## config.mk

```make
export PLATFORM = sky130hd
export DESIGN_NAME = epsw_port
export DESIGN_NICKNAME = d
export VERILOG_FILES = /design/src/core/epsw_pkg.sv /design/src/core/epsw_port.sv
export VERILOG_INCLUDE_DIRS = /design/src /design/src/core
export SDC_FILE = /design/constraint.sdc
export NUM_CORES = 1
export LEC_CHECK = 0
export ABC_CLOCK_PERIOD_IN_PS = 2500
export BUFFER_PORTS_ARGS = -buffer_cell sky130_fd_sc_hd__buf_2
export CAP_MARGIN = 30
export CORE_MARGIN = 3
export CORE_UTILIZATION = 52
export DETAILED_ROUTE_END_ITERATION = 7
export PLACE_DENSITY = 0.72
export SYNTH_ARGS = -nofsm -noshare
export SYNTH_HDL_FRONTEND = slang
export SYNTH_SLANG_ARGS = --single-unit
export TNS_END_PERCENT = 30
```

## constraint.sdc

```tcl
create_clock -name clk -period 2.5 [get_ports clk]
set_input_delay 0.125 -clock clk [delete_from_list [all_inputs] [get_ports clk]]
set_output_delay 0.125 -clock clk [all_outputs]
set_load 0.005 [all_outputs]
```

## src/core/epsw_consts.svh

```systemverilog
/*
  Constants for the e-paper serial write port: bit counts per transfer and synchroniser depth.
  Assumes inclusion by bare name from the package and the port module.
*/
`ifndef EPSW_CONSTS_SVH
`define EPSW_CONSTS_SVH

// Data bits per byte
`define EPSW_BYTE_BITS 4'h8
// Bits per frame in three-wire mode (flag plus byte)
`define EPSW_NINE_BITS 4'h9
// Bits per frame in four-wire mode
`define EPSW_FOUR_BITS 4'h8
// Synchroniser depth for pin inputs
`define EPSW_SYNC_DEPTH 3

`endif

```

## src/core/epsw_pkg.sv

```systemverilog
/*
  Types for the e-paper serial write port.
  Assumes the constants header sits beside it.
*/
`include "epsw_consts.svh"

package epsw_pkg;

  // Destination of a completed byte
  typedef enum logic {
    EPSW_DEST_CMD,
    EPSW_DEST_RAM
  } epsw_dest_t;

  // One committed byte with its destination
  typedef struct packed {
    logic isData;
    logic [7:0] byteVal;
  } epsw_word_t;

  // Serial pins after synchronisation
  typedef struct packed {
    logic chipSelectN;
    logic serialClk;
    logic serialData;
    logic cmdDataSelect;
  } epsw_pins_t;

endpackage

```

## src/core/epsw_port.sv

```systemverilog
/*
  Write-only serial host port of an e-paper panel controller.
  Samples the host serial pins on the system clock (40 MHz), finds serial
  clock edges, assembles bytes and presents each as a one-cycle strobe
  toward the command register or the display RAM.
  Assumes the serial clock period is at least eight system clocks.
*/
`timescale 1ns/1ps
`include "epsw_consts.svh"

// Operation
// - Strap low four-wire, high three-wire nine-bit
// - Four-wire: sample on rising clock, select marks
// - Shift eight bits, most significant first
// - Commit byte on its completing edge
// - Write only, never drive data back
// - Three-wire mode ignores select pin
// - Three-wire: flag bit then eight bits
// - Flag one to RAM, zero to command
module epsw_port (
  input wire logic clk,
  input wire logic rst_n,
  input wire logic interface_select_strap,
  input wire logic chip_select_n,
  input wire logic serialClk,
  input wire logic serialData,
  input wire logic cmd_data_select,
  output logic cmdWrite,
  output logic ramWrite,
  output logic [7:0] writeByte,
  output logic three_wire_mode,
  output logic dataOut,
  output logic dataOutEn
);

  // Three-stage synchronisers, one per pin
  logic [2:0] strapSync_reg;
  logic [2:0] csSync_reg;
  logic [2:0] sclSync_reg;
  logic [2:0] sdaSync_reg;
  logic [2:0] selSync_reg;

  // Agreed (stable) pin levels
  logic strapStable_reg;
  logic csStable_reg;
  logic sclStable_reg;
  logic sdaStable_reg;
  logic selStable_reg;

  // Shift register and bit counter
  logic [7:0] shift_reg;
  logic [7:0] shift_next;
  logic [3:0] bitCount_reg;
  logic [3:0] bitCount_next;
  logic flag_reg;
  logic flag_next;

  // Output registers
  epsw_pkg::epsw_word_t word_reg;
  logic cmdWrite_reg;
  logic ramWrite_reg;
  logic mode_reg;

  // Synchroniser chains: first stage read only by the second
  always_ff @(posedge clk or negedge rst_n) begin
    if (!rst_n) begin
      strapSync_reg <= 3'h0;
      csSync_reg <= 3'h7;
      sclSync_reg <= 3'h0;
      sdaSync_reg <= 3'h0;
      selSync_reg <= 3'h0;
    end else begin
      strapSync_reg <= {strapSync_reg[1:0], interface_select_strap};
      csSync_reg <= {csSync_reg[1:0], chip_select_n};
      sclSync_reg <= {sclSync_reg[1:0], serialClk};
      sdaSync_reg <= {sdaSync_reg[1:0], serialData};
      selSync_reg <= {selSync_reg[1:0], cmd_data_select};
    end
  end

  // A level counts once stages two and three agree
  always_ff @(posedge clk or negedge rst_n) begin
    if (!rst_n) begin
      strapStable_reg <= 1'b0;
      csStable_reg <= 1'b1;
      sclStable_reg <= 1'b0;
      sdaStable_reg <= 1'b0;
      selStable_reg <= 1'b0;
    end else begin
      if (strapSync_reg[1] == strapSync_reg[2]) begin
        strapStable_reg <= strapSync_reg[2];
      end
      if (csSync_reg[1] == csSync_reg[2]) begin
        csStable_reg <= csSync_reg[2];
      end
      if (sclSync_reg[1] == sclSync_reg[2]) begin
        sclStable_reg <= sclSync_reg[2];
      end
      if (sdaSync_reg[1] == sdaSync_reg[2]) begin
        sdaStable_reg <= sdaSync_reg[2];
      end
      if (selSync_reg[1] == selSync_reg[2]) begin
        selStable_reg <= selSync_reg[2];
      end
    end
  end

  // Rising serial clock seen while selected; data sampled with it
  wire sclAgree = (sclSync_reg[1] == sclSync_reg[2]);
  wire sclRise = sclAgree & sclSync_reg[2] & ~sclStable_reg;
  wire selected = ~csStable_reg;
  wire bitTake = sclRise & selected;
  wire threeWire = mode_reg;
  wire [3:0] frameBits = threeWire ? `EPSW_NINE_BITS
                                   : `EPSW_FOUR_BITS;
  wire lastBit = (bitCount_reg == frameBits - 4'h1);
  wire flagSlot = threeWire & (bitCount_reg == 4'h0);
  // Three-wire uses the flag bit, four-wire the select pin
  wire destData = threeWire ? flag_reg : selStable_reg;
  wire [7:0] fullByte = {shift_reg[6:0], sdaStable_reg};

  // Next-state for shifter and counter
  always_comb begin
    shift_next = shift_reg;
    bitCount_next = bitCount_reg;
    flag_next = flag_reg;
    if (!selected) begin
      // Deselect drops partial byte
      bitCount_next = 4'h0;
      shift_next = 8'h00;
    end else if (bitTake) begin
      if (flagSlot) begin
        // Leading flag bit
        flag_next = sdaStable_reg;
      end else begin
        shift_next = fullByte;
      end
      bitCount_next = lastBit ? 4'h0 : bitCount_reg + 4'h1;
    end
  end

  // Mode is caught from the strap on every cycle while deselected
  always_ff @(posedge clk or negedge rst_n) begin
    if (!rst_n) begin
      mode_reg <= 1'b0;
    end else if (!selected) begin
      mode_reg <= strapStable_reg;
    end
  end

  // Shifter state
  always_ff @(posedge clk or negedge rst_n) begin
    if (!rst_n) begin
      shift_reg <= 8'h00;
      bitCount_reg <= 4'h0;
      flag_reg <= 1'b0;
    end else begin
      shift_reg <= shift_next;
      bitCount_reg <= bitCount_next;
      flag_reg <= flag_next;
    end
  end

  // Commit on the edge finishing the byte
  wire commit = bitTake & lastBit;
  always_ff @(posedge clk or negedge rst_n) begin
    if (!rst_n) begin
      word_reg <= '0;
      cmdWrite_reg <= 1'b0;
      ramWrite_reg <= 1'b0;
    end else begin
      cmdWrite_reg <= commit & ~destData;
      ramWrite_reg <= commit & destData;
      if (commit) begin
        word_reg.byteVal <= fullByte;
        word_reg.isData <= destData;
      end
    end
  end

  assign cmdWrite = cmdWrite_reg;
  assign ramWrite = ramWrite_reg;
  assign writeByte = word_reg.byteVal;
  assign three_wire_mode = mode_reg;

  // Serial data is never driven back
  logic dataOut_reg;
  logic dataOutEn_reg;
  always_ff @(posedge clk or negedge rst_n) begin
    if (!rst_n) begin
      dataOut_reg <= 1'b0;
      dataOutEn_reg <= 1'b0;
    end else begin
      dataOut_reg <= 1'b0;
      dataOutEn_reg <= 1'b0;
    end
  end
  assign dataOut = dataOut_reg;
  assign dataOutEn = dataOutEn_reg;

  // Assertions
  no_drive_a: assert property (@(posedge clk) disable iff (!rst_n)
    !dataOutEn) else $error("serial data driven");
  one_dest_a: assert property (@(posedge clk) disable iff (!rst_n)
    !(cmdWrite && ramWrite)) else $error("two destinations");
  commit_time_a: assert property (@(posedge clk) disable iff (!rst_n)
    commit |=> (cmdWrite || ramWrite)) else $error("commit lost");
  strobe_cause_a: assert property (@(posedge clk) disable iff (!rst_n)
    (cmdWrite || ramWrite) |-> $past(bitTake)) else $error("stray strobe");
  desel_clear_a: assert property (@(posedge clk) disable iff (!rst_n)
    !selected |=> bitCount_reg == 4'h0) else $error("count kept");
  four_count_a: assert property (@(posedge clk) disable iff (!rst_n)
    !threeWire |-> bitCount_reg < `EPSW_FOUR_BITS)
    else $error("four-wire overrun");
  nine_count_a: assert property (@(posedge clk) disable iff (!rst_n)
    bitCount_reg < `EPSW_NINE_BITS) else $error("count overrun");
  ram_flag_a: assert property (@(posedge clk) disable iff (!rst_n)
    (commit && threeWire && flag_reg) |=> ramWrite)
    else $error("flag not routed to RAM");
  msb_first_a: assert property (@(posedge clk) disable iff (!rst_n)
    (bitTake && selected && !flagSlot) |=>
      shift_reg[0] == $past(sdaStable_reg))
    else $error("bit order wrong");
  sel_ignored_a: assert property (@(posedge clk) disable iff (!rst_n)
    (commit && threeWire && !flag_reg) |=> cmdWrite)
    else $error("select pin used in three-wire");
  mode_fixed_a: assert property (@(posedge clk) disable iff (!rst_n)
    selected |=> $stable(mode_reg)) else $error("mode changed in frame");

endmodule

```

==> flow_results.xml, run 1 <==
<?xml version="1.0" encoding="UTF-8"?>
<metrics>
  <group name="power_and_ir_drop">
    <metric name="p_switching" unit="mW">0.2849</metric>
    <metric name="clock_power_share" unit="%">33.9</metric>
    <metric name="power.density" unit="mW/mm2">674.3</metric>
    <metric name="leakagePower" unit="nW">0.9296</metric>
    <metric name="fraction_of_power_consumed_by_combinational_cells" unit="%">7.1</metric>
    <metric name="p_sw_share" unit="%">21.92</metric>
    <metric name="power_frac_seq" unit="%">59.0</metric>
    <metric name="power_report.internal_total" unit="mW">1.014</metric>
    <metric name="worst_ir_drop_vdd" unit="mV">0.5015</metric>
  </group>
  <group name="outcome">
    <metric name="run_status" unit="">finished, final reports clean</metric>
  </group>
  <group name="final_layout">
    <metric name="finish.net_count" unit="">152</metric>
    <metric name="flip_flop_count_of_the_largest_register_after_layout" unit="">8</metric>
    <metric name="layout_common_cells" unit="">39 x sky130_fd_sc_hd__dfrtp_1, 17 x sky130_fd_sc_hd__buf_2, 11 x sky130_fd_sc_hd__nor2_1</metric>
    <metric name="layout.cells.most_common" unit="">sky130_fd_sc_hd__dfrtp_1</metric>
    <metric name="layout.filler_cells" unit="">239</metric>
    <metric name="multi_input_area" unit="um2">546.8</metric>
    <metric name="finish.instance_area" unit="mm2">0.001927</metric>
    <metric name="area.sequential" unit="mm2">0.001081</metric>
    <metric name="n_antenna_cell" unit="">0</metric>
    <metric name="area_growth" unit="%">16.23</metric>
    <metric name="fraction_of_final_layout_cells_sized_beyond_drive_strength_1" unit="%">32.87</metric>
  </group>
  <group name="synthesis">
    <metric name="yosys.area_share.simple" unit="%">8.679</metric>
    <metric name="syn-instance-count" unit="">114</metric>
    <metric name="synth.lib_cells_used.distinct" unit="">30</metric>
    <metric name="yosys.area_share.adder" unit="%">4.679</metric>
    <metric name="syn-mean-instance-area" unit="um2">14.54</metric>
    <metric name="combinational_family_with_the_most_area_after_synthesis" unit="">multiplexers</metric>
    <metric name="seq_cells_post_synth" unit="">43</metric>
    <metric name="ys_dominant_reg_cell" unit="">sky130_fd_sc_hd__dfrtp_1</metric>
    <metric name="synth-async-reset-ratio" unit="%">100.0</metric>
    <metric name="yosys_warnings" unit="">0</metric>
    <metric name="xor_xnor_fraction_of_synth_area" unit="%">0</metric>
    <metric name="synth-edff-count" unit="">0</metric>
    <metric name="synth_compound_area_share" unit="%">5.057</metric>
    <metric name="muxShareOfSynthArea" unit="%">14.11</metric>
    <metric name="mappedNetlistArea" unit="mm2">0.001658</metric>
    <metric name="synth_seq_area_share" unit="%">65.21</metric>
  </group>
  <group name="setup_path">
    <metric name="cp_max_fo" unit="">7</metric>
    <metric name="worst_path_largest_cell_delay" unit="ps">470</metric>
    <metric name="reg2reg_slack" unit="ps">740</metric>
    <metric name="worst_path_dominant_cell_family" unit="">simple AND/OR/NAND/NOR gates</metric>
    <metric name="worst_ep_required" unit="ps">2730</metric>
    <metric name="path_buf_inv" unit="">1</metric>
    <metric name="slowest_stage" unit="">sky130_fd_sc_hd__dfrtp_1</metric>
    <metric name="worstSetupStartpointType" unit="">flip-flop</metric>
    <metric name="worstPathCellList" unit="">inv_1, ha_1, and4bb_2, nor2_2, mux2i_1, nor2_1</metric>
    <metric name="timing.critical_path.arrival" unit="ps">2000</metric>
    <metric name="endpoint_kind" unit="">flip-flop</metric>
    <metric name="timing_worst_setup_path_type" unit="">reg2reg</metric>
  </group>
  <group name="route">
    <metric name="detail_route.wl_per_cell" unit="um">13.70</metric>
    <metric name="vias_per_cell" unit="">5.011</metric>
    <metric name="drc_viols" unit="">0</metric>
    <metric name="drt_first_pass_iters" unit="">4</metric>
    <metric name="wl" unit="um">2534</metric>
    <metric name="drt_iter0_markers" unit="">59</metric>
    <metric name="antenna_violating_nets_left" unit="">0</metric>
    <metric name="vias" unit="">927</metric>
  </group>
  <group name="sta">
    <metric name="rsz0062_at_grt" unit="">no</metric>
    <metric name="finalClockSkew" unit="ps">4.917</metric>
    <metric name="clock.fmax" unit="MHz">567.2</metric>
    <metric name="finalSetupTns" unit="ps">0</metric>
    <metric name="finalHoldViolCount" unit="">0</metric>
    <metric name="slew_violations" unit="">0</metric>
    <metric name="slew-limit-headroom" unit="%">40.63</metric>
    <metric name="max_slew.worst_pin.slew" unit="ps">890.5</metric>
    <metric name="fin_ws" unit="ps">737.1</metric>
    <metric name="period_minus_slack" unit="ps">1763</metric>
    <metric name="post-route-period-util" unit="%">70.52</metric>
    <metric name="setup_viol_count_final" unit="">0</metric>
  </group>
  <group name="global_routing">
    <metric name="grt_pass1_vias" unit="">990</metric>
    <metric name="all_layer_gr_usage" unit="%">15.47</metric>
    <metric name="grt_first_pass_wirelength" unit="um">4636</metric>
    <metric name="grt_remaining_overflow" unit="">0</metric>
    <metric name="antenna_found_initial" unit="">0</metric>
    <metric name="grt_max_degree" unit="">44</metric>
  </group>
  <group name="clock_network">
    <metric name="insertion_delay" unit="ps">340</metric>
    <metric name="cts_clock_pin_slew_for_the_worst_setup_and_hold_paths" unit="ps">110</metric>
    <metric name="cts_root_buffer" unit="">sky130_fd_sc_hd__clkbuf_4</metric>
    <metric name="htree_num_levels" unit="">2</metric>
    <metric name="tritoncts" unit="">yes</metric>
    <metric name="cts_repair_resize_count" unit="">0</metric>
    <metric name="cts_made_buffers" unit="">5</metric>
    <metric name="cts.sink_count" unit="">43</metric>
    <metric name="max-clock-path-buffers" unit="">2</metric>
  </group>
  <group name="placed_design">
    <metric name="gpl.final_weighted_congestion" unit="">0.7972</metric>
    <metric name="port_buffers" unit="">17</metric>
    <metric name="hpwl_after_dpl" unit="um">1733</metric>
    <metric name="place_area" unit="mm2">0.001780</metric>
    <metric name="post-place-ws" unit="ps">742.9</metric>
  </group>
  <group name="job">
    <metric name="maxCapViolCount" unit="">0</metric>
  </group>
  <group name="floorplan">
    <metric name="floorplan.core_area" unit="mm2">0.002900</metric>
    <metric name="die_w" unit="um">62.47</metric>
    <metric name="initial_core_util" unit="%">57.16</metric>
    <metric name="floorplan.die.height" unit="um">62.47</metric>
    <metric name="die_footprint" unit="mm2">0.003902</metric>
    <metric name="design.portCount" unit="">20</metric>
    <metric name="core.rowCount" unit="">19</metric>
  </group>
  <group name="worst_hold_path">
    <metric name="min_path_type" unit="">reg2reg</metric>
  </group>
</metrics>
Yosys cell counts (all sizes together), types with 2 or more instances:
| cell | count | area, um2 |
|---|---|---|
| nand2 | 5 | 26.27 |
| mux2i | 8 | 80.08 |
| o21ai | 3 | 15.01 |
| dfstp | 4 | 105.1 |
| maj3 | 4 | 40.04 |
| ha | 3 | 37.54 |
| nor2 | 12 | 47.55 |
| buf | 2 | 15.01 |
| mux2 | 11 | 153.9 |
| nand2b | 2 | 12.51 |
| inv | 4 | 15.01 |
| a21oi | 3 | 15.01 |
| dfrtp | 39 | 975.9 |
path summary, 6_finish.rpt:
| path | from | endpoint | depth (start not counted) |
|---|---|---|---|
| worst min register to register | strapSync_reg[0] | strapSync_reg[1] | 0 |
| max in group asynchronous | rst_n | writeByte[4] | 2 |
| min in group asynchronous | rst_n | strapSync_reg[0] | 2 |
| worst max-delay path | bitCount_reg[0] | shift_reg[6] | 6 |
| worst min-delay path | strapSync_reg[0] | strapSync_reg[1] | 0 |
| worst max register to register | bitCount_reg[0] | shift_reg[6] | 6 |
per-stage QoR:
stage	instances	hold WS (ps)	utilization, %	power [mW]
CTS	185	363.7	66.44	1.320
floorplan	115	-170.6	-	0.8296
detailed placement	171	231.5	61.39	0.8669
global route	185	371.4	66.44	1.377
global placement	171	233.7	61.39	0.8603
finish	185	363.2	66.44	1.299
metal layers:
metal	up-vias	track usage [%]	part of all wire [%]
li1	443	-	-
met1	463	19.47	47
met2	15	23.97	47
met3	6	6.295	4.3
met4	0	5.785	1.8
met5	-	0	0
timing repair:
| item | in CTS | in global routing |
|---|---|---|
| hold endpoints to repair | 44 | 0 |
| setup endpoints to repair | 0 | 0 |
| setup buffers | 0 | 0 |
| hold buffers | 6 | 0 |
kinds of logic after synthesis:
family,after synthesis
flops,43
simple gates,26
mux,19
compound gates,11
buf+inv,7
fa+ha+maj,7
other cells,1
power groups by stage:
| stage | clock network (mW) | logic [mW] | registers, mW |
|---|---|---|---|
| 3_5_place_dp | 0 | 0.0875 | 0.779 |
| 3_3_place_gp | 0 | 0.0826 | 0.778 |
| 5_1_grt | 0.497 | 0.107 | 0.773 |
| 2_1_floorplan | 0 | 0.0621 | 0.768 |
| 6_report | 0.441 | 0.0922 | 0.766 |
| 4_1_cts | 0.460 | 0.0947 | 0.766 |
final cells by class:
class                   instances  share of cell area (%)
flip-flops and latches         43                   56.10
multi-input cells              65                   28.38
repair buffers                 23                   7.532
well taps                      42                   2.727
clock buffers                   6                   2.662
clock inverters                 2                   1.818
inverters                       4                  0.7792
No activity file was read; power rests on OpenSTA's default activity.
==> run 2, diff against run 1 <==
ABC_CLOCK_PERIOD_IN_PS = 1650   (was 2500)
clock period = 1.65 ns   (was 2.5 ns; I/O delays follow)
==> flow_results.xml, run 2 (synthesized netlist as in run 1, its figures left out) <==
<?xml version="1.0" encoding="UTF-8"?>
<metrics>
  <group name="setup_path">
    <metric name="reg2reg_slack" unit="ps">20</metric>
    <metric name="timing_worst_setup_path_type" unit="">reg2reg</metric>
    <metric name="endpoint_kind" unit="">flip-flop</metric>
    <metric name="worst-r2r-cell-count" unit="">4</metric>
    <metric name="critPathLaunch" unit="">bitCount_reg[1]</metric>
    <metric name="regToRegEndpoint" unit="">writeByte[6]</metric>
    <metric name="worst_ep_required" unit="ps">1900</metric>
    <metric name="timing.critical_path.arrival" unit="ps">1880</metric>
    <metric name="worst_r2r_startpoint" unit="">bitCount_reg[1]</metric>
    <metric name="worstSetupStartpointType" unit="">flip-flop</metric>
    <metric name="worstSetupEndpoint" unit="">writeByte[6]</metric>
    <metric name="cp_max_fo" unit="">4</metric>
  </group>
  <group name="final_layout">
    <metric name="flip_flop_count_of_the_largest_register_after_layout" unit="">8</metric>
    <metric name="layout.cells.most_common" unit="">sky130_fd_sc_hd__dfrtp_1</metric>
    <metric name="n_antenna_cell" unit="">0</metric>
    <metric name="finish.instance_area" unit="mm2">0.002016</metric>
    <metric name="finish.net_count" unit="">161</metric>
    <metric name="layout_common_cells" unit="">39 x sky130_fd_sc_hd__dfrtp_1, 17 x sky130_fd_sc_hd__buf_2, 11 x sky130_fd_sc_hd__nor2_1</metric>
    <metric name="fraction_of_final_layout_cells_sized_beyond_drive_strength_1" unit="%">35.53</metric>
    <metric name="multi_input_area" unit="um2">558.0</metric>
    <metric name="layout.filler_cells" unit="">202</metric>
    <metric name="area.sequential" unit="mm2">0.001081</metric>
    <metric name="area_growth" unit="%">21.58</metric>
  </group>
  <group name="sta">
    <metric name="period_minus_slack" unit="ps">1625</metric>
    <metric name="rsz0062_at_grt" unit="">yes</metric>
    <metric name="setup_viol_count_final" unit="">0</metric>
    <metric name="finalClockSkew" unit="ps">16.96</metric>
    <metric name="post-route-period-util" unit="%">98.51</metric>
    <metric name="slew_violations" unit="">0</metric>
    <metric name="finalSetupTns" unit="ps">0</metric>
    <metric name="finalHoldViolCount" unit="">0</metric>
    <metric name="clock.fmax" unit="MHz">615.2</metric>
  </group>
  <group name="power_and_ir_drop">
    <metric name="p_sw_share" unit="%">22.26</metric>
    <metric name="report.power.total" unit="mW">1.964</metric>
    <metric name="power_frac_seq" unit="%">58.2</metric>
    <metric name="clock_power_share" unit="%">31.9</metric>
    <metric name="p_switching" unit="mW">0.4372</metric>
    <metric name="power.density" unit="mW/mm2">974.5</metric>
    <metric name="fraction_of_power_consumed_by_combinational_cells" unit="%">9.9</metric>
    <metric name="leakagePower" unit="nW">0.9711</metric>
    <metric name="power_report.internal_total" unit="mW">1.527</metric>
    <metric name="worst_ir_drop_vdd" unit="mV">0.6881</metric>
  </group>
  <group name="floorplan">
    <metric name="design.portCount" unit="">20</metric>
    <metric name="floorplan.core_area" unit="mm2">0.002900</metric>
    <metric name="die_w" unit="um">62.47</metric>
    <metric name="initial_core_util" unit="%">57.16</metric>
    <metric name="floorplan.die.height" unit="um">62.47</metric>
    <metric name="die_footprint" unit="mm2">0.003902</metric>
    <metric name="core.rowCount" unit="">19</metric>
  </group>
  <group name="global_routing">
    <metric name="grt_pass1_vias" unit="">1011</metric>
    <metric name="grt_remaining_overflow" unit="">0</metric>
    <metric name="grt_max_degree" unit="">23</metric>
    <metric name="all_layer_gr_usage" unit="%">15.43</metric>
    <metric name="grt_first_pass_wirelength" unit="um">4664</metric>
    <metric name="antenna_found_initial" unit="">0</metric>
  </group>
  <group name="placed_design">
    <metric name="hpwl_after_dpl" unit="um">1838</metric>
    <metric name="gpl.final_weighted_congestion" unit="">0.8122</metric>
    <metric name="place_area" unit="mm2">0.001858</metric>
    <metric name="port_buffers" unit="">17</metric>
  </group>
  <group name="job">
    <metric name="maxCapViolCount" unit="">0</metric>
  </group>
  <group name="route">
    <metric name="drt_iter0_markers" unit="">41</metric>
    <metric name="detail_route.wl_per_cell" unit="um">13.44</metric>
    <metric name="drc_viols" unit="">0</metric>
    <metric name="wl" unit="um">2607</metric>
    <metric name="vias" unit="">954</metric>
    <metric name="antenna_violating_nets_left" unit="">0</metric>
    <metric name="vias_per_cell" unit="">4.918</metric>
    <metric name="drt_first_pass_iters" unit="">4</metric>
  </group>
  <group name="worst_hold_path">
    <metric name="min_path_type" unit="">in2async</metric>
  </group>
  <group name="clock_network">
    <metric name="cts_made_buffers" unit="">5</metric>
    <metric name="htree_num_levels" unit="">2</metric>
    <metric name="cts_clock_pin_slew_for_the_worst_setup_and_hold_paths" unit="ps">120</metric>
    <metric name="max-clock-path-buffers" unit="">2</metric>
    <metric name="tritoncts" unit="">yes</metric>
    <metric name="cts_root_buffer" unit="">sky130_fd_sc_hd__clkbuf_4</metric>
    <metric name="cts.sink_count" unit="">43</metric>
    <metric name="insertion_delay" unit="ps">350</metric>
  </group>
  <group name="outcome">
    <metric name="run_status" unit="">finished, final reports clean</metric>
  </group>
</metrics>
-- run 2: cell types whose count changed in the layout (fill, tap and decap cells not counted), sizes merged --
cell / change
nand2: +1
buf: +8
clkinv: -1
clkbuf: +1
-- run 2: area by class of cell --
class	count	share of cell area, %
well taps	42	2.607
flip-flops and latches	43	53.63
multi-input cells	66	27.68
inverters	4	0.7449
clock inverters	1	1.490
repair buffers	31	11.61
clock buffers	7	2.235
-- run 2: stage by stage --
| step | setup WS (ps) | hold slack (ps) | std cells | util (%) |
|---|---|---|---|---|
| global route | -19.90 | 243.1 | 194 | 69.50 |
| global placement | 102.3 | 68.80 | 178 | 64.06 |
| finish | 24.54 | 214.8 | 194 | 69.50 |
| detailed placement | 61.43 | 78.78 | 178 | 64.06 |
| CTS | 31.00 | 215.4 | 192 | 68.72 |
| floorplan | 61.74 | -213.1 | 115 | - |
-- run 2: power groups by stage --
stage	combinational (mW)	clock, mW	sequential (mW)
global placement	0.174	0	1.16
CTS	0.193	0.654	1.14
finish	0.195	0.626	1.14
floorplan	0.0941	0	1.16
global route	0.215	0.699	1.15
detailed placement	0.181	0	1.16
-- run 2: layer usage --
metal  routed length [um]  track usage [%]  up-vias
met5                    0                0        -
li1                     -                -      470
met3                   98            4.856        7
met4                   62            8.540        0
met2                 1228            23.30       18
met1                 1218            19.74      459
-- run 2: worst max-delay path, stage by stage (launching register included) --
cell and delay (ps):
sky130_fd_sc_hd__dfrtp_1 410, sky130_fd_sc_hd__or3b_4 430, sky130_fd_sc_hd__o22ai_4 210, sky130_fd_sc_hd__nand2_2 150, sky130_fd_sc_hd__mux2_4 320
-- run 2: worst min-delay path by stage --
stage / from / end / slack [ps]
2_1_floorplan: rst_n / bitCount_reg[0] / -210
3_3_place_gp: rst_n / strapSync_reg[0] / 70
3_5_place_dp: rst_n / strapSync_reg[0] / 80
4_1_cts: rst_n / bitCount_reg[3] / 220
5_1_grt: rst_n / bitCount_reg[3] / 240
6_report: rst_n / bitCount_reg[3] / 210
-- run 2: timing repair --
action	CTS	global route
hold endpoints to repair	22	0
setup buffers	0	1
gates resized for setup	0	2
hold buffers	6	0
setup endpoints to repair	0	11
==> run 3, diff against run 2 <==
CORE_ASPECT_RATIO = 0.75   (was not set)
HOLD_SLACK_MARGIN = 0.15   (was not set)
==> flow_results.xml, run 3 (synthesized netlist as in run 1, its figures left out) <==
<?xml version="1.0" encoding="UTF-8"?>
<metrics>
  <group name="setup_path">
    <metric name="timing.critical_path.arrival" unit="ps">1790</metric>
    <metric name="timing_worst_setup_path_type" unit="">reg2reg</metric>
    <metric name="endpoint_kind" unit="">flip-flop</metric>
    <metric name="regToRegEndpoint" unit="">writeByte[1]</metric>
    <metric name="cp_max_fo" unit="">9</metric>
    <metric name="worst_r2r_startpoint" unit="">bitCount_reg[1]</metric>
    <metric name="worstSetupStartpointType" unit="">flip-flop</metric>
    <metric name="worst-r2r-cell-count" unit="">4</metric>
    <metric name="reg2reg_slack" unit="ps">50</metric>
    <metric name="worst_ep_required" unit="ps">1840</metric>
  </group>
  <group name="floorplan">
    <metric name="die_w" unit="um">71.20</metric>
    <metric name="die_footprint" unit="mm2">0.003909</metric>
    <metric name="initial_core_util" unit="%">55.28</metric>
    <metric name="core.rowCount" unit="">17</metric>
    <metric name="floorplan.die.height" unit="um">54.90</metric>
    <metric name="design.portCount" unit="">20</metric>
    <metric name="floorplan.core_area" unit="mm2">0.002999</metric>
  </group>
  <group name="sta">
    <metric name="clock.fmax" unit="MHz">624.0</metric>
    <metric name="fin_ws" unit="ps">47.42</metric>
    <metric name="rsz0062_at_grt" unit="">yes</metric>
    <metric name="whs" unit="ps">352.4</metric>
    <metric name="finalHoldViolCount" unit="">0</metric>
    <metric name="post-route-period-util" unit="%">97.13</metric>
    <metric name="finalClockSkew" unit="ps">4.205</metric>
    <metric name="slew-limit-headroom" unit="%">65.38</metric>
    <metric name="max_slew.worst_pin.slew" unit="ps">519.3</metric>
    <metric name="finalSetupTns" unit="ps">0</metric>
    <metric name="setup_viol_count_final" unit="">0</metric>
    <metric name="period_minus_slack" unit="ps">1603</metric>
    <metric name="slew_violations" unit="">0</metric>
  </group>
  <group name="clock_network">
    <metric name="cts.sink_count" unit="">43</metric>
    <metric name="tritoncts" unit="">yes</metric>
    <metric name="htree_num_levels" unit="">2</metric>
    <metric name="insertion_delay" unit="ps">300</metric>
    <metric name="max-clock-path-buffers" unit="">2</metric>
    <metric name="cts_clock_pin_slew_for_the_worst_setup_and_hold_paths" unit="ps">80</metric>
    <metric name="cts_root_buffer" unit="">sky130_fd_sc_hd__clkbuf_8</metric>
    <metric name="cts_made_buffers" unit="">5</metric>
  </group>
  <group name="final_layout">
    <metric name="multi_input_area" unit="um2">563.0</metric>
    <metric name="area.sequential" unit="mm2">0.001081</metric>
    <metric name="finish.cell_count_without_fillers" unit="">191</metric>
    <metric name="fraction_of_final_layout_cells_sized_beyond_drive_strength_1" unit="%">38.56</metric>
    <metric name="area_growth" unit="%">21.96</metric>
    <metric name="flip_flop_count_of_the_largest_register_after_layout" unit="">8</metric>
    <metric name="final_core_utilization" unit="%">67.42</metric>
    <metric name="n_antenna_cell" unit="">0</metric>
    <metric name="layout_common_cells" unit="">39 x sky130_fd_sc_hd__dfrtp_1, 17 x sky130_fd_sc_hd__buf_2, 11 x sky130_fd_sc_hd__nor2_1</metric>
    <metric name="finish.net_count" unit="">162</metric>
    <metric name="layout.cells.most_common" unit="">sky130_fd_sc_hd__dfrtp_1</metric>
    <metric name="layout.filler_cells" unit="">218</metric>
  </group>
  <group name="global_routing">
    <metric name="grt_first_pass_wirelength" unit="um">4498</metric>
    <metric name="all_layer_gr_usage" unit="%">15.81</metric>
    <metric name="grt_pass1_vias" unit="">965</metric>
    <metric name="grt_max_degree" unit="">44</metric>
    <metric name="antenna_found_initial" unit="">0</metric>
    <metric name="grt_remaining_overflow" unit="">0</metric>
  </group>
  <group name="worst_hold_path">
    <metric name="min_delay_worst_endpoint" unit="">strapSync_reg[1]</metric>
    <metric name="min_path_type" unit="">reg2reg</metric>
    <metric name="worst_hold_path_stage_count" unit="">0</metric>
    <metric name="hold_start" unit="">strapSync_reg[0]</metric>
  </group>
  <group name="route">
    <metric name="antenna_violating_nets_left" unit="">0</metric>
    <metric name="vias" unit="">970</metric>
    <metric name="drt_iter0_markers" unit="">27</metric>
    <metric name="detail_route.wl_per_cell" unit="um">14.40</metric>
    <metric name="drt_first_pass_iters" unit="">4</metric>
    <metric name="wl" unit="um">2751</metric>
    <metric name="vias_per_cell" unit="">5.079</metric>
    <metric name="drc_viols" unit="">0</metric>
  </group>
  <group name="power_and_ir_drop">
    <metric name="power_report.internal_total" unit="mW">1.498</metric>
    <metric name="p_sw_share" unit="%">24.91</metric>
    <metric name="power_frac_seq" unit="%">57.3</metric>
    <metric name="worst_ir_drop_vdd" unit="mV">0.7128</metric>
    <metric name="power.density" unit="mW/mm2">986.7</metric>
    <metric name="fraction_of_power_consumed_by_combinational_cells" unit="%">9.6</metric>
    <metric name="leakagePower" unit="nW">0.9771</metric>
    <metric name="p_switching" unit="mW">0.4970</metric>
    <metric name="clock_power_share" unit="%">33.1</metric>
  </group>
  <group name="job">
    <metric name="maxCapViolCount" unit="">0</metric>
  </group>
  <group name="placed_design">
    <metric name="hpwl_after_dpl" unit="um">1773</metric>
    <metric name="numPlacedInstances" unit="">174</metric>
    <metric name="post-place-ws" unit="ps">65.55</metric>
    <metric name="gpl.final_weighted_congestion" unit="">0.7781</metric>
    <metric name="port_buffers" unit="">17</metric>
  </group>
  <group name="outcome">
    <metric name="run_status" unit="">finished, final reports clean</metric>
  </group>
</metrics>
==> run 3: changes by cell type in the layout (fill, tap and decap cells not counted), moves of 2 or more <==
cell / previous run / this run
sky130_fd_sc_hd__clkbuf_8: 0 / 5
sky130_fd_sc_hd__clkbuf_4: 5 / 0
sky130_fd_sc_hd__buf_12: 2 / 0
sky130_fd_sc_hd__buf_4: 5 / 8
==> run 3: power by group through the flow <==
| stage | clock network [mW] | logic [mW] | registers, mW |
|---|---|---|---|
| after detailed placement | 0 | 0.173 | 1.16 |
| after global routing | 0.716 | 0.216 | 1.15 |
| final | 0.660 | 0.192 | 1.14 |
| after global placement | 0 | 0.168 | 1.16 |
| after floorplan | 0 | 0.0941 | 1.16 |
| after CTS | 0.670 | 0.186 | 1.14 |
==> run 3: per-layer routing <==
metal / GRT usage [%] / part of all wire, % / vias to the layer above
li1: - / - / 464
met1: 21.39 / 50 / 483
met2: 23.63 / 44 / 18
met3: 4.332 / 3.6 / 5
met4: 8.438 / 2.1 / 0
met5: 0 / 0 / -
==> run 3: worst max path at each step <==
stage	start	endpoint	cells past startpoint
floorplan	bitCount_reg[1]	writeByte[0]	4
global placement	bitCount_reg[1]	writeByte[2]	4
detailed placement	bitCount_reg[3]	writeByte[1]	4
CTS	bitCount_reg[1]	shift_reg[0]	8
global route	bitCount_reg[1]	shift_reg[5]	8
finish	bitCount_reg[1]	writeByte[1]	4
==> run 3: per-stage QoR <==
| stage | power (mW) | area, um2 |
|---|---|---|
| after floorplan | 1.257 | 1662 |
| after global routing | 2.084 | 2022 |
| after global placement | 1.328 | 1828 |
| after detailed placement | 1.336 | 1828 |
| final | 1.995 | 2022 |
| after CTS | 2.000 | 1973 |
==> run 3: area by class of cell <==
cell class	count	share of cell area (%)
well taps	38	2.351
clock buffers	6	3.589
inverters	4	0.8663
repair buffers	33	11.26
clock inverters	2	0.6188
flip-flops and latches	43	53.47
multi-input cells	65	27.85
==> run 3: critical path: stages (launching register included) <==
cell                      delay, ps
sky130_fd_sc_hd__dfrtp_1        400
sky130_fd_sc_hd__or3b_4         430
sky130_fd_sc_hd__o22ai_4        190
sky130_fd_sc_hd__nand2_4        150
sky130_fd_sc_hd__mux2_4         330
==> run 3: timing repair <==
action	4_1_cts	5_1_grt
hold buffers	6	0
buffers inserted	0	3
endpoints found under the hold margin	44	0
endpoints found under the setup margin	0	10
gates resized for setup	0	7
